### src/rtl/cswk_pkg.sv
/*
 Constants, register map and carrier types for the CAN selective wake configuration block.
 Assumes a 40 MHz core clock and an SPI host whose pins are already synchronous to it.
*/
// Operation
// - Control bit 7 switches oscillator trim mode on when 1, off when 0.
// - Unlock field bits 6:5 unlocks recalibration only at value 11.
// - Trim active and unlocked: transmit input pin is the trimming reference.
// - Wake option register accepts writes only while unlock field holds 11.
// - Timeout enable bit 4: 0 blocks timeout interrupt, 1 signals it.
// - Timeout flag updates, interrupt raised, only while selective wake enabled, Normal/Stop; the code sets the flag in any mode.
// - Control bits 3:1 are reserved and read as zero.
// - Host sets valid bit 0; selective wake enabled only while it is 1.
// - Valid bit self-clears on wake-up, power-on reset, or changed config data.
// - In Stop mode any config register write forces the valid bit to 0.
// - Eight-bit field sets time quanta per CAN bit.
// - Six-bit sample point is a fraction: field value divided by 64.
// - 29-bit identifier spans four registers, lowest five bits at 6:2.
// - Expected remote bit 1: 0 data frame, 1 remote request.
// - Extension bit 0: 0 standard 11-bit, 1 extended 29-bit identifier.
// - Mask bit 1 compares that identifier bit, 0 ignores it.
// - Configured data length code must equal received code bit for bit.
`default_nettype none
package cswk_pkg;
    // Register addresses on the 7-bit SPI address field
    localparam logic [6:0] ADDR_CTRL     = 7'h20;
    localparam logic [6:0] ADDR_QUANTA   = 7'h21;
    localparam logic [6:0] ADDR_SAMPLE   = 7'h22;
    localparam logic [6:0] ADDR_ID3      = 7'h23;
    localparam logic [6:0] ADDR_ID2      = 7'h24;
    localparam logic [6:0] ADDR_ID1      = 7'h25;
    localparam logic [6:0] ADDR_ID0      = 7'h26;
    localparam logic [6:0] ADDR_MASK3    = 7'h27;
    localparam logic [6:0] ADDR_WAKE_OPT = 7'h3e;
    // Field positions
    localparam int CTRL_TRIM_MODE_BIT = 7;
    localparam int CTRL_UNLOCK_HI     = 6;
    localparam int CTRL_UNLOCK_LO     = 5;
    localparam int CTRL_TO_IRQ_BIT    = 4;
    localparam int CTRL_VALID_BIT     = 0;
    localparam int ID0_LOW_HI         = 6;
    localparam int ID0_LOW_LO         = 2;
    localparam int ID0_RTR_BIT        = 1;
    localparam int ID0_IDE_BIT        = 0;
    localparam int STD_ID_LSB         = 18;
    localparam logic [1:0] UNLOCK_KEY = 2'h3;
    // Reset values
    localparam logic [7:0] RST_CTRL    = 8'h00;
    localparam logic [7:0] RST_QUANTA  = 8'ha0;
    localparam logic [7:0] RST_SAMPLE  = 8'h33;
    localparam logic [7:0] RST_ID      = 8'h00;
    localparam logic [7:0] RST_MASK    = 8'h00;
    localparam logic [7:0] RST_OPT     = 8'h00;
    // SPI frame: write flag, 7-bit address, 8-bit data
    localparam logic [4:0] SPI_FRAME_BITS = 5'h10;
    localparam logic [4:0] SPI_ADDR_BITS  = 5'h08;

    // Received frame summary from the protocol decoder
    typedef struct packed {
        logic [28:0] id;
        logic        ide;
        logic        rtr;
        logic [3:0]  dlc;
    } cswk_frame_t;

    // Whole state of the configuration block
    typedef struct packed {
        logic        sclk_q;
        logic        csn_q;
        logic [4:0]  cnt;
        logic [15:0] shift;
        logic [7:0]  out;
        logic        miso;
        logic        trim_mode;
        logic [1:0]  unlock;
        logic        to_irq_en;
        logic        valid;
        logic [7:0]  quanta;
        logic [5:0]  sample;
        logic [28:0] id;
        logic        rtr;
        logic        ide;
        logic [7:0]  mask_upper;
        logic [7:0]  wake_opt;
        logic        to_flag;
        logic        irq;
        logic        match;
        logic        trim_ref;
    } cswk_state_t;
endpackage : cswk_pkg
`default_nettype wire

### src/rtl/cswk_config.sv
/*
 Selective wake configuration registers with a 16-bit SPI slave, timeout interrupt and
 wake frame comparison. Assumes SPI pins synchronous to clk, SPI mode 0, MSB first.
*/
`default_nettype none
module cswk_config (
    input  wire logic                  clk,
    input  wire logic                  rst_n,
    input  wire logic                  soft_reset,
    input  wire logic                  spi_csn_n,
    input  wire logic                  spi_sclk,
    input  wire logic                  spi_mosi,
    output logic                       spi_miso,
    input  wire logic                  normal_mode,
    input  wire logic                  stop_mode,
    input  wire logic                  wake_event,
    input  wire logic                  bus_timeout_event,
    input  wire logic                  bus_timeout_clear,
    input  wire logic                  transmit_input_pin,
    input  wire logic [20:0]           mask_lower,
    input  wire logic [3:0]            cfg_dlc,
    input  wire logic                  rx_frame_valid,
    input  wire cswk_pkg::cswk_frame_t rx_frame,
    output logic                       osc_trim_mode_enable,
    output logic                       trim_unlocked,
    output logic                       trim_sync_ref,
    output logic                       wake_config_valid,
    output logic [7:0]                 quanta_per_bit,
    output logic [5:0]                 sample_point_fraction,
    output logic                       low_power_rx_enable,
    output logic                       bus_timeout_flag,
    output logic                       bus_timeout_irq,
    output logic                       wake_up_frame
);
    cswk_pkg::cswk_state_t s;
    cswk_pkg::cswk_state_t next_s;

    // Power-on and soft reset image; SPI shifter included so a soft reset aborts a frame
    function automatic cswk_pkg::cswk_state_t cswk_reset_state();
        cswk_pkg::cswk_state_t r;
        r            = '0;
        r.sclk_q     = 1'b0;
        r.csn_q      = 1'b1;
        r.trim_mode  = cswk_pkg::RST_CTRL[cswk_pkg::CTRL_TRIM_MODE_BIT];
        r.unlock     = cswk_pkg::RST_CTRL[cswk_pkg::CTRL_UNLOCK_HI:cswk_pkg::CTRL_UNLOCK_LO];
        r.to_irq_en  = cswk_pkg::RST_CTRL[cswk_pkg::CTRL_TO_IRQ_BIT];
        r.valid      = cswk_pkg::RST_CTRL[cswk_pkg::CTRL_VALID_BIT];
        r.quanta     = cswk_pkg::RST_QUANTA;
        r.sample     = cswk_pkg::RST_SAMPLE[5:0];
        r.id         = {cswk_pkg::RST_ID, cswk_pkg::RST_ID, cswk_pkg::RST_ID,
                        cswk_pkg::RST_ID[6:2]};
        r.rtr        = cswk_pkg::RST_ID[cswk_pkg::ID0_RTR_BIT];
        r.ide        = cswk_pkg::RST_ID[cswk_pkg::ID0_IDE_BIT];
        r.mask_upper = cswk_pkg::RST_MASK;
        r.wake_opt   = cswk_pkg::RST_OPT;
        return r;
    endfunction : cswk_reset_state

    // Read view of one register; reserved bits and unmapped addresses give zero
    function automatic logic [7:0] cswk_read(input logic [6:0] a,
                                             input cswk_pkg::cswk_state_t r);
        logic [7:0] d;
        d = 8'h00;
        if (a == cswk_pkg::ADDR_CTRL)
        begin
            d = {r.trim_mode, r.unlock, r.to_irq_en, 3'h0, r.valid};
        end
        else if (a == cswk_pkg::ADDR_QUANTA)
        begin
            d = r.quanta;
        end
        else if (a == cswk_pkg::ADDR_SAMPLE)
        begin
            d = {2'h0, r.sample};
        end
        else if (a == cswk_pkg::ADDR_ID3)
        begin
            d = r.id[28:21];
        end
        else if (a == cswk_pkg::ADDR_ID2)
        begin
            d = r.id[20:13];
        end
        else if (a == cswk_pkg::ADDR_ID1)
        begin
            d = r.id[12:5];
        end
        else if (a == cswk_pkg::ADDR_ID0)
        begin
            d = {1'b0, r.id[4:0], r.rtr, r.ide};
        end
        else if (a == cswk_pkg::ADDR_MASK3)
        begin
            d = r.mask_upper;
        end
        else if (a == cswk_pkg::ADDR_WAKE_OPT)
        begin
            d = r.wake_opt;
        end
        return d;
    endfunction : cswk_read

    logic        sclk_rise;
    logic        sclk_fall;
    logic        commit;
    logic [6:0]  waddr;
    logic [7:0]  wdata;
    logic        cfg_write;
    logic        cfg_changed;
    logic [28:0] full_mask;
    logic [28:0] eff_mask;
    logic        frame_hit;

    // SPI edges and the write taken at chip-select release after 16 or more clocks
    assign sclk_rise = spi_sclk & ~s.sclk_q & ~spi_csn_n;
    assign sclk_fall = ~spi_sclk & s.sclk_q & ~spi_csn_n;
    assign commit    = spi_csn_n & ~s.csn_q & (s.cnt == cswk_pkg::SPI_FRAME_BITS) & s.shift[15];
    assign waddr     = s.shift[14:8];
    assign wdata     = s.shift[7:0];

    // Any write to the configuration range, and whether it alters stored data
    assign cfg_write = commit & (((waddr >= cswk_pkg::ADDR_CTRL) &
                                  (waddr <= cswk_pkg::ADDR_MASK3)) |
                                 (waddr == cswk_pkg::ADDR_WAKE_OPT));
    always_comb
    begin
        cfg_changed = 1'b0;
        if (waddr == cswk_pkg::ADDR_QUANTA)
        begin
            cfg_changed = (wdata != s.quanta);
        end
        else if (waddr == cswk_pkg::ADDR_SAMPLE)
        begin
            cfg_changed = (wdata[5:0] != s.sample);
        end
        else if (waddr == cswk_pkg::ADDR_ID0)
        begin
            // Reserved bit 7 holds no data, so writing it must not count as a change
            cfg_changed = ({1'b0, wdata[6:0]} != cswk_read(waddr, s));
        end
        else if ((waddr >= cswk_pkg::ADDR_ID3) && (waddr <= cswk_pkg::ADDR_MASK3))
        begin
            cfg_changed = (wdata != cswk_read(waddr, s));
        end
        else if (waddr == cswk_pkg::ADDR_WAKE_OPT)
        begin
            cfg_changed = (s.unlock == cswk_pkg::UNLOCK_KEY) && (wdata != s.wake_opt);
        end
    end

    // Standard frames compare only the upper eleven identifier positions
    assign full_mask = {s.mask_upper, mask_lower};
    assign eff_mask  = s.ide ? full_mask : {full_mask[28:cswk_pkg::STD_ID_LSB], 18'h0};
    assign frame_hit = rx_frame_valid & s.valid
                     & (((rx_frame.id ^ s.id) & eff_mask) == 29'h0)
                     & (rx_frame.ide == s.ide)
                     & (rx_frame.rtr == s.rtr)
                     & (rx_frame.dlc == cfg_dlc);

    // Next-state: SPI shifter, register writes, valid housekeeping, timeout, match
    always_comb
    begin
        next_s        = s;
        next_s.sclk_q = spi_sclk;
        next_s.csn_q  = spi_csn_n;
        if (spi_csn_n)
        begin
            next_s.cnt  = 5'h00;
            next_s.miso = 1'b0;
        end
        else if (sclk_rise)
        begin
            next_s.shift = {s.shift[14:0], spi_mosi};
            if (s.cnt != cswk_pkg::SPI_FRAME_BITS)
            begin
                next_s.cnt = s.cnt + 5'h01;
            end
            // Address complete: fetch the read byte for the data phase
            if (s.cnt == (cswk_pkg::SPI_ADDR_BITS - 5'h01))
            begin
                next_s.out = cswk_read({s.shift[5:0], spi_mosi}, s);
            end
        end
        else if (sclk_fall && (s.cnt >= cswk_pkg::SPI_ADDR_BITS))
        begin
            next_s.miso = s.out[7];
            next_s.out  = {s.out[6:0], 1'b0};
        end

        if (commit)
        begin
            if (waddr == cswk_pkg::ADDR_CTRL)
            begin
                next_s.trim_mode = wdata[cswk_pkg::CTRL_TRIM_MODE_BIT];
                next_s.unlock    = wdata[cswk_pkg::CTRL_UNLOCK_HI:cswk_pkg::CTRL_UNLOCK_LO];
                next_s.to_irq_en = wdata[cswk_pkg::CTRL_TO_IRQ_BIT];
                next_s.valid     = wdata[cswk_pkg::CTRL_VALID_BIT];
            end
            else if (waddr == cswk_pkg::ADDR_QUANTA)
            begin
                next_s.quanta = wdata;
            end
            else if (waddr == cswk_pkg::ADDR_SAMPLE)
            begin
                next_s.sample = wdata[5:0];
            end
            else if (waddr == cswk_pkg::ADDR_ID3)
            begin
                next_s.id[28:21] = wdata;
            end
            else if (waddr == cswk_pkg::ADDR_ID2)
            begin
                next_s.id[20:13] = wdata;
            end
            else if (waddr == cswk_pkg::ADDR_ID1)
            begin
                next_s.id[12:5] = wdata;
            end
            else if (waddr == cswk_pkg::ADDR_ID0)
            begin
                next_s.id[4:0] = wdata[cswk_pkg::ID0_LOW_HI:cswk_pkg::ID0_LOW_LO];
                next_s.rtr     = wdata[cswk_pkg::ID0_RTR_BIT];
                next_s.ide     = wdata[cswk_pkg::ID0_IDE_BIT];
            end
            else if (waddr == cswk_pkg::ADDR_MASK3)
            begin
                next_s.mask_upper = wdata;
            end
            else if ((waddr == cswk_pkg::ADDR_WAKE_OPT) && (s.unlock == cswk_pkg::UNLOCK_KEY))
            begin
                next_s.wake_opt = wdata;
            end
        end

        // Invalidation wins over a host set in the same cycle: a stale config must not wake
        if (wake_event || frame_hit || (cfg_write && cfg_changed))
        begin
            next_s.valid = 1'b0;
        end
        if (cfg_write && stop_mode)
        begin
            next_s.valid = 1'b0;
        end

        // Timeout flag only tracks the bus while selective wake is enabled; set beats clear
        if (bus_timeout_event && s.valid)
        begin
            next_s.to_flag = 1'b1;
        end
        else if (bus_timeout_clear)
        begin
            next_s.to_flag = 1'b0;
        end
        next_s.irq = s.to_flag & s.to_irq_en & s.valid & (normal_mode | stop_mode);

        next_s.match    = frame_hit;
        // Reference passes only while mode is on and unlock key present
        next_s.trim_ref = s.trim_mode & (s.unlock == cswk_pkg::UNLOCK_KEY)
                        & transmit_input_pin;

        if (soft_reset)
        begin
            next_s = cswk_reset_state();
        end
    end

    // State register; power-on reset loads the reset image, which clears the valid bit
    always_ff @(posedge clk or negedge rst_n)
    begin
        if (!rst_n)
        begin
            s <= cswk_reset_state();
        end
        else
        begin
            s <= next_s;
        end
    end

    // Outputs straight from the state register
    assign spi_miso              = s.miso;
    assign osc_trim_mode_enable  = s.trim_mode;
    assign trim_unlocked         = (s.unlock == cswk_pkg::UNLOCK_KEY);
    assign trim_sync_ref         = s.trim_ref;
    assign wake_config_valid     = s.valid;
    assign quanta_per_bit        = s.quanta;
    assign sample_point_fraction = s.sample;
    assign low_power_rx_enable   = s.wake_opt[0];
    assign bus_timeout_flag      = s.to_flag;
    assign bus_timeout_irq       = s.irq;
    assign wake_up_frame         = s.match;
endmodule : cswk_config
`default_nettype wire

### config.mk
export PLATFORM = sky130hd
export DESIGN_NAME = cswk_config
export DESIGN_NICKNAME = d
export VERILOG_FILES = /design/src/rtl/cswk_pkg.sv /design/src/rtl/cswk_config.sv
export SDC_FILE = /design/constraint.sdc
export NUM_CORES = 1
export LEC_CHECK = 0
export BUFFER_PORTS_ARGS = -buffer_cell sky130_fd_sc_hd__buf_2
export CORE_MARGIN = 5
export CORE_UTILIZATION = 28
export CTS_CLUSTER_SIZE = 30
export DETAILED_ROUTE_END_ITERATION = 7
export GPL_TIMING_DRIVEN = 0
export PLACE_DENSITY = 0.43
export SETUP_SLACK_MARGIN = 0.3
export SYNTH_ARGS = -nofsm -noshare
export SYNTH_HDL_FRONTEND = slang
export SYNTH_SLANG_ARGS = --single-unit
### constraint.sdc
create_clock -name clk -period 2.7 [get_ports clk]
set_input_delay 0.405 -clock clk [delete_from_list [all_inputs] [get_ports clk]]
set_output_delay 0.405 -clock clk [all_outputs]
set_load 0.005 [all_outputs]
==> run summary, run 1 <==
drt initial violations - 504
area grow syn2layout - 29.71%
vias in the first global route - 6,584
Final Max Tran Viols - 0
CTS sink count - 102
P_sw - 0.8485 mW
register area share after synthesis - 38.44%
Synth Area in Simple Gates - 23.61%
status - complete, but fails checks
critical path data arrival time - 2.99 ns
EDFF count, synth - 0
Layout Utilization - 36.82%
Routed WL - 28,280 um
Mapped Nets - 854
routability congestion estimate from global placement - 0.9695
worst hold path type - in -> async
hold-fix buffers at CTS - 0
Worst setup SP type - flop
RSZ-0062 raised after global routing - true
fin crit period - 2.707 ns
Reg area - 0.002566 sq mm
antenna cell count - 0
Mapped Area - 0.006663 sq mm
Clock Latency Late Sink - 0.36 ns
post-synth top area share - 35.68%
CTS Buf Count - 9
f_max - 0.3694 GHz
synth unique cells - 69
mux contribution to synthesized area - 3.962%
part of the power in registers - 48.4%
clock slew at reported path FFs - 0.08 ns
vias per std cell - 5.379
leading area contributor after synthesis - dfrtp_1
via count - 6,659
Final Power - 3.191 mW
Yosys warning total - 0
layout cells sized above 1 - 29.38%
Max VDD drop - 281.2 uV
CTS root buffer - clkbuf_16
post-DP HPWL - 21,030 um
pwr dens - 369.2 mW/mm^2
Cells after Synth - 779
pre-CTS setup slack - -0.5185 ns
H-Tree Level Count - 3
Synth Area in Adders - 0.3756%
Routed WL per cell - 22.84 um
post-synthesis xor/xnor area fraction - 8.413%
final hold vios - 0
most common cell in the netlist - nand2_1
initial core utilization - 28.38%
critical path class - reg -> reg
fillcell total - 2,445
die span in x - 164.3 um
worst path required time - 2.99 ns
ys async rst share - 100.0%
final net count - 989
# Max-Cap Violations - 0
Routed Antenna Nets - 0
Non-Filler Instances - 1,238
Worst Setup Slack, final - -0.006768 ns
Seq cells post-synth - 102
worst clock skew - 0.01083 ns
Setup-failing EPs final - 1
GRT overflow - 0
Clock Tree Buf Depth - 2
Die Span Y - 164.3 um
largest family of logic cells by synthesized area - simple AND/OR/NAND/NOR gates
Core Footprint - 0.02347 sq mm
sw frac - 26.59%
io pins - 96
Syn Area/Cell - 8.553 sq um
relative slew slack - 24.87%
largest net degree at the start of global routing - 58
first-pass GRT wire length - 42,500 um
Rows - 56
crit share post-route - 100.3%
Initial DRT Pass Iterations - 5
placed cell count - 1,194
CTS tree - built
antenna violations before repair - 0
Worst Tran Pin Value - 1.127 ns
Max FO, Critical Path - 7
Internal Pwr Total - 2.342 mW
top post-synthesis cells by area - dfrtp_1 (36%), xor2_1 (7.0%), nand2_1 (5.6%)
setup TNS - -0.006768 ns
DRC violations left - 0
IO buf count - 95
Synth top cells by count - nand2_1 (100), dfrtp_1 (95), o21ai_0 (67), nor2_1 (54), xor2_1 (53)
Multi-input gate area - 0.004133 sq mm
clock power share - 42.7%
die area - 0.02698 sq mm
CP endpoint kind - flop
post-synthesis compound-gate area fraction - 19.87%
main flop type after synthesis - dfrtp_1
violated checks - setup timing
Pleak - 3.724 nW
GR Util All Layers - 21.12%
Comb power frac - 8.8%
==> worst max-delay path, cell delays in order (launching register included) <==
cell      delay (ns)
dfrtp_2         0.43
buf_12          0.13
nor4b_4         0.38
buf_4           0.24
o221ai_1        0.13
nor2_1          0.15
mux2i_1         0.30
nand4_1         0.15
or4_4           0.56
a31oi_1         0.17
==> power by group through the flow <==
stage                     clock network, mW  logic, mW  registers [mW]
after floorplan                           0      0.121            1.57
after global placement                    0      0.259            1.58
after detailed placement                  0      0.264            1.58
after CTS                              1.40      0.272            1.55
after global routing                   1.45      0.312            1.55
final                                  1.36      0.282            1.55
==> state kept, by name, indices dropped and copies added (netlist names) <==
register               count
bus_timeout_flag           1
bus_timeout_irq            1
full_mask                  8
low_power_rx_enable        1
osc_trim_mode_enable       1
quanta_per_bit             8
s                         72
sample_point_fraction      6
spi_miso                   1
trim_sync_ref              1
wake_config_valid          1
wake_up_frame              1
==> layout make-up <==
type                       instances  area share, %
clock buffer                      11          2.925
buffer                            69          5.299
multi-input combinational        599          47.82
sequential                       102          29.69
inverter                           9         0.3909
timing repair buffer             124          8.687
clock inverter                     5         0.5646
tap                              319          4.619
==> cells in the final DEF (no fill, tap or decap), types with 5 or more instances in the layout <==
cell type    n
buf_2      103
nand2_1     95
dfrtp_1     91
o21ai_0     62
xor2_1      53
nor2_1      51
buf_4       38
nand3_1     27
mux2i_1     22
a21oi_1     22
nand2b_1    20
a22oi_1     17
clkbuf_1    17
a22o_1      12
buf_6       11
xnor2_1     11
nand4_1     11
a21oi_2     10
clkbuf_16   10
inv_1        9
nor2b_1      9
clkbuf_2     9
and3_1       9
nand3b_1     9
nor4_1       8
o211ai_1     8
and2_1       8
o22ai_1      7
nand3_2      7
dfstp_2      7
nor3_1       6
o21ai_1      5
==> kinds of logic (layout without fill, tap and decap cells) <==
family	Yosys count	count (layout)
AND/OR/NAND/NOR	307	307
AO/OA/AOI/OAI	200	200
flip-flops	102	102
buffers and inverters	78	218
XOR/XNOR	64	64
multiplexers	26	26
adder cells (fa/ha/maj)	2	2
==> metrics by stage <==
stage          hold WS (ns)  cell area [sq um]
2_1_floorplan        0.1094               6743
3_3_place_gp         0.4683               7617
3_5_place_dp         0.4707               7647
4_1_cts             0.08082               8401
5_1_grt              0.1156               8642
6_report            0.05979               8642
==> worst paths after layout <==
path	depth (start not counted)	to	slack [ns]	startpoint
min in group clk	3	bus_timeout_irq	0.27	normal_mode
worst min register to register	2	s[71]	0.49	s[71]
worst max-delay path	9	wake_config_valid	-0.007	s[93]
worst max register to register	9	wake_config_valid	-0.007	s[93]
worst min-delay path	1	full_mask[22]	0.06	rst_n
max in group asynchronous	2	s[100]	1.86	rst_n
==> routing by layer <==
metal / up-vias / part of all wire [%] / GRT usage (%)
met5: - / 0 / 0
met4: 0 / 2.9 / 7.053
met3: 48 / 5.1 / 3.915
met2: 203 / 46 / 32.75
met1: 3339 / 46 / 29.61
li1: 3069 / - / -
==> repair_timing <==
| item | 4_1_cts | 5_1_grt |
|---|---|---|
| pin swaps | 24 | 16 |
| cloned | 3 | 1 |
| endpoints found under the hold margin | 0 | 0 |
| setup endpoints to repair | 74 | 61 |
| setup buffers | 14 | 10 |
| gates resized for setup | 85 | 60 |
Note: power is estimated with default switching activity, not from simulation.
==> run 2, diff against run 1 <==
PLACE_DENSITY = 0.42   (was 0.43)
clock period = 3.46 ns   (was 2.7 ns; I/O delays follow)
==> run summary, run 2 (synthesis results as in run 1) <==
status - finished, final reports clean (was complete, but fails checks)
Max VDD drop - 186.9 uV (was 281.2 uV)
io pins - 96 (unchanged)
first-pass GRT wire length - 41,560 um (was 42,500 um)
fin crit period - 3.287 ns (was 2.707 ns)
worst r2r src - s[87] (was s[93])
critical path class - reg -> reg (unchanged)
clock slew at reported path FFs - 0.08 ns (about the same)
Final Max Tran Viols - 0 (unchanged)
pre-CTS setup slack - -0.2069 ns (was -0.5185 ns)
Comb power frac - 8.0% (was 8.8%)
Critical Path Start - s[87] (was s[93])
WHS - 0.1475 ns (was 0.05979 ns)
final hold vios - 0 (unchanged)
antenna cell count - 0 (unchanged)
Placed Area - 0.007567 sq mm (was 0.007647 sq mm)
DRC violations left - 0 (unchanged)
drt initial violations - 593 (was 504)
Final Power - 2.570 mW (was 3.191 mW)
post-DP HPWL - 21,340 um (was 21,030 um)
sw frac - 25.33% (was 26.59%)
Layout Utilization - 33.91% (was 36.82%)
f_max - 0.3043 GHz (was 0.3694 GHz)
die area - 0.02698 sq mm (unchanged)
GRT overflow - 0 (unchanged)
commonest non-fill, non-tap cell in the layout - buf_2 (unchanged)
Die Span Y - 164.3 um (unchanged)
vias per std cell - 5.432 (was 5.379)
design area - 0.007960 sq mm (was 0.008642 sq mm)
max reg flops - 72 (unchanged)
final net count - 963 (was 989)
P_sw - 0.6510 mW (was 0.8485 mW)
Reg area - 0.002561 sq mm (was 0.002566 sq mm)
initial core utilization - 28.38% (unchanged)
Clock Latency Late Sink - 0.37 ns (was 0.36 ns)
CTS tree - built (unchanged)
CTS sink count - 102 (unchanged)
Routed WL per cell - 23.02 um (was 22.84 um)
Internal Pwr Total - 1.919 mW (was 2.342 mW)
Multi-input gate area - 0.003791 sq mm (was 0.004133 sq mm)
Worst setup SP type - flop (unchanged)
clock power share - 45.1% (was 42.7%)
area grow syn2layout - 19.47% (was 29.71%)
CP endpoint kind - flop (unchanged)
Initial DRT Pass Iterations - 7 (was 5)
largest net degree at the start of global routing - 57 (was 58)
H-Tree Level Count - 3 (unchanged)
Rows - 56 (unchanged)
Routed WL - 27,900 um (was 28,280 um)
worst clock skew - 0.01132 ns (was 0.01083 ns)
# Max-Cap Violations - 0 (unchanged)
Reg with most FFs - s (unchanged)
routability congestion estimate from global placement - 0.9402 (was 0.9695)
layout cells sized above 1 - 18.92% (was 29.38%)
highest-count cells in the layout ignoring fill and taps - buf_2 (102), nand2_1 (100), dfrtp_1 (95) (was buf_2 (103), nand2_1 (95), dfrtp_1 (91))
Clock Tree Buf Depth - 2 (unchanged)
Worst Setup Slack, final - 0.1735 ns (was -0.006768 ns)
Routed Antenna Nets - 0 (unchanged)
IO buf count - 95 (unchanged)
Max FO, Critical Path - 10 (was 7)
fillcell total - 2,512 (was 2,445)
GR Util All Layers - 20.86% (was 21.12%)
part of the power in registers - 46.9% (was 48.4%)
Core Footprint - 0.02347 sq mm (unchanged)
Worst Tran Pin Value - 0.7759 ns (was 1.127 ns)
worst path required time - 3.76 ns (was 2.99 ns)
RSZ-0062 raised after global routing - true (unchanged)
worst hold path type - in -> async (unchanged)
antenna violations before repair - 2 (was 0)
Pleak - 3.422 nW (was 3.724 nW)
critical path data arrival time - 3.58 ns (was 2.99 ns)
crit share post-route - 94.99% (was 100.3%)
via count - 6,584 (was 6,659)
vias in the first global route - 6,340 (was 6,584)
CTS Buf Count - 9 (unchanged)
hold-fix buffers at CTS - 0 (unchanged)
CTS root buffer - clkbuf_16 (unchanged)
relative slew slack - 48.27% (was 24.87%)
die span in x - 164.3 um (unchanged)
pwr dens - 322.9 mW/mm^2 (was 369.2 mW/mm^2)
Setup-failing EPs final - 0 (was 1)
[run 2: power groups by stage]
stage	combinational, mW	clock (mW)	sequential (mW)
3_5_place_dp	0.207	0	1.23
3_3_place_gp	0.202	0	1.23
4_1_cts	0.207	1.19	1.21
2_1_floorplan	0.0941	0	1.22
5_1_grt	0.227	1.24	1.21
6_report	0.205	1.16	1.21
[run 2: area by class of cell]
class	instances	share of cell area, %
buffer	69	4.071
clock buffer	9	2.829
clock inverter	7	1.320
tap	319	5.014
inverter	9	0.4244
timing repair buffer	98	6.539
sequential	102	32.18
multi-input combinational	599	47.63
[run 2: worst max-delay path: stages, from the launching register on]
cell      delay (ns)
dfrtp_1         0.32
buf_2           0.20
clkbuf_1        0.45
clkbuf_1        0.59
nand2_1         0.19
a211o_1         0.33
a21oi_1         0.25
o211ai_1        0.17
a222oi_1        0.42
nand4_1         0.15
a31oi_1         0.15
[run 2: worst paths after layout]
check	to	cells after the start	slack, ns
max in group asynchronous	quanta_per_bit[7]	2	2.53
min in group clk	bus_timeout_irq	3	0.37
worst max register to register	wake_config_valid	10	0.17
worst min-delay path	s[43]	1	0.15
worst max-delay path	wake_config_valid	10	0.17
worst min register to register	s[71]	2	0.48
[run 2: metrics by stage]
stage,instances,TNS [ns]
after floorplan,779,0
after global placement,1193,-0.2577
after detailed placement,1194,-0.2069
after CTS,1210,0
after global routing,1212,0
final,1212,0
[run 2: layer usage]
layer  global-route usage, %  vias to the layer above  part of all wire (%)
met1                   30.08                     3298                    46
met4                   5.719                        0                   2.3
met2                   32.75                      244                    46
met3                   2.861                       34                   5.6
met5                       0                        -                     0
li1                        -                     3008                     -
[run 2: timing repair]
action | 4_1_cts | 5_1_grt
endpoints found under the setup margin | 24 | 32
pin swaps | 1 | 1
setup buffers | 0 | 2
resized for setup | 4 | 5
==> run 3, diff against run 2 <==
CTS_BUF_LIST = sky130_fd_sc_hd__clkbuf_16   (was not set)
clock period = 3.5 ns   (was 3.46 ns; I/O delays follow)
==> run summary, run 3 (synthesis results as in run 1) <==
status - finished, final reports clean (unchanged)
pre-CTS setup slack - -0.1669 ns (was -0.2069 ns)
CP bufs+invs - 1 (was 3)
# Max-Cap Violations - 0 (unchanged)
antenna cell count - 0 (unchanged)
Reg area - 0.002561 sq mm (unchanged)
crit share post-route - 90.47% (was 94.99%)
Worst setup SP type - flop (unchanged)
Die Span Y - 164.3 um (unchanged)
Placed Area - 0.007567 sq mm (unchanged)
Clock Latency Late Sink - 0.37 ns (about the same)
Initial DRT Pass Iterations - 7 (unchanged)
f_max - 0.3158 GHz (was 0.3043 GHz)
Rows - 56 (unchanged)
relative slew slack - 33.59% (was 48.27%)
pwr dens - 318.6 mW/mm^2 (was 322.9 mW/mm^2)
critical path data arrival time - 3.46 ns (was 3.58 ns)
worst clock skew - 0.01092 ns (was 0.01132 ns)
design area - 0.007955 sq mm (was 0.007960 sq mm)
Routed Antenna Nets - 0 (unchanged)
RSZ-0062 raised after global routing - true (unchanged)
die span in x - 164.3 um (unchanged)
Pleak - 3.432 nW (was 3.422 nW)
GRT overflow - 0 (unchanged)
commonest non-fill, non-tap cell in the layout - buf_2 (unchanged)
Reg with most FFs - s (unchanged)
Final Power - 2.535 mW (was 2.570 mW)
routability congestion estimate from global placement - 0.9402 (unchanged)
Crit path max-delay family - simple AND/OR/NAND/NOR gates (was compound AO/OA/AOI/OAI gates)
Core Footprint - 0.02347 sq mm (unchanged)
post-DP HPWL - 21,340 um (unchanged)
worst path required time - 3.80 ns (was 3.76 ns)
Worst Tran Pin Value - 0.9871 ns (was 0.7759 ns)
DRC violations left - 0 (unchanged)
worst hold path type - in -> async (unchanged)
CTS Buf Count - 9 (unchanged)
Final Max Tran Viols - 0 (unchanged)
initial core utilization - 28.38% (unchanged)
layout cells sized above 1 - 19.37% (was 18.92%)
Routed WL per cell - 22.93 um (was 23.02 um)
critical path class - reg -> reg (unchanged)
Clock Tree Buf Depth - 2 (unchanged)
via count - 6,482 (was 6,584)
area grow syn2layout - 19.40% (was 19.47%)
Layout Utilization - 33.89% (was 33.91%)
CTS tree - built (unchanged)
setup TNS - 0 ns (unchanged)
vias in the first global route - 6,334 (was 6,340)
fillcell total - 2,514 (was 2,512)
vias per std cell - 5.348 (was 5.432)
largest net degree at the start of global routing - 57 (unchanged)
Critical Path, Cell by Cell - or4b_1 > buf_2 > nor4_1 > nand2b_1 > mux2_2 > or4_1 > a31oi_1 (was buf_2 > clkbuf_1 > clkbuf_1 > nand2_1 > a211o_1 > a21oi_1 > o211ai_1 > a222oi_1 > nand4_1 > a31oi_1)
H-Tree Level Count - 3 (unchanged)
clock slew at reported path FFs - 0.08 ns (about the same)
GR Util All Layers - 20.84% (was 20.86%)
max reg flops - 72 (unchanged)
Max VDD drop - 183.8 uV (was 186.9 uV)
critical path's largest stage delay - 0.67 ns (was 0.59 ns)
slowest CP cell - nor4_1 (was clkbuf_1)
CP endpoint kind - flop (unchanged)
Max FO, Critical Path - 9 (was 10)
final hold vios - 0 (unchanged)
Setup-failing EPs final - 0 (unchanged)
Multi-input gate area - 0.003782 sq mm (was 0.003791 sq mm)
CTS sink count - 102 (unchanged)
fin crit period - 3.167 ns (was 3.287 ns)
Worst Setup Slack, final - 0.3334 ns (was 0.1735 ns)
final net count - 963 (unchanged)
io pins - 96 (unchanged)
Routed WL - 27,790 um (was 27,900 um)
drt initial violations - 642 (was 593)
IO buf count - 95 (unchanged)
first-pass GRT wire length - 41,500 um (was 41,560 um)
CTS root buffer - clkbuf_16 (unchanged)
highest-count cells in the layout ignoring fill and taps - buf_2 (102), nand2_1 (99), dfrtp_1 (95) (was buf_2 (102), nand2_1 (100), dfrtp_1 (95))
antenna violations before repair - 2 (unchanged)
die area - 0.02698 sq mm (unchanged)
## run 3: what timing repair did
action | CTS | global route
cloned | 0 | 0
endpoints found under the setup margin | 23 | 33
hold buffers | 0 | 0
pin swaps | 1 | 1
gates resized for setup | 3 | 13
buffers inserted | 0 | 2
## run 3: area by class of cell
cell class	count	area share (%)
inverter	9	0.4247
clock buffer	9	2.831
tap	319	5.017
timing repair buffer	98	6.543
clock inverter	7	1.321
buffer	69	4.121
sequential	102	32.20
multi-input combinational	599	47.55
## run 3: metal layers
layer  share of wire (%)  vias to the layer above  global-route usage, %
met1                  46                     3223                  30.03
li1                    -                     3005                      -
met3                 5.3                       32                  2.861
met2                  46                      222                  32.73
met5                   0                        -                      0
met4                 2.3                        0                  5.719
## run 3: power breakdown
group          total (mW)  leakage, nW  internal (mW)  switching (mW)
clock network        1.14        0.158          0.638           0.503
logic               0.202         1.87         0.0760           0.126
registers            1.19         1.40           1.18         0.00876
## run 3: final timing paths
path / startpoint / end / cells after the start / slack (ns)
hold / removal: rst_n / s[43] / 1 / 0.16
min in group clk: normal_mode / bus_timeout_irq / 3 / 0.38
setup reg to reg: s[93] / wake_config_valid / 7 / 0.33
hold reg to reg: s[71] / s[71] / 2 / 0.48
setup / recovery: s[93] / wake_config_valid / 7 / 0.33
max in group asynchronous: rst_n / quanta_per_bit[7] / 2 / 2.56
## run 3: per-stage QoR
| stage | hold WS (ns) | std cells |
|---|---|---|
| after CTS | 0.1920 | 1210 |
| after floorplan | 0.2294 | 779 |
| after global routing | 0.2140 | 1212 |
| after global placement | 0.4669 | 1193 |
| after detailed placement | 0.4705 | 1194 |
| final | 0.1616 | 1212 |
## run 3: worst register-to-register path, stage by stage, from the launching register on
cell and delay, ns:
dfrtp_1 0.45, or4b_1 0.54, buf_2 0.21, nor4_1 0.68
nand2b_1 0.20, mux2_2 0.35, or4_1 0.49, a31oi_1 0.18
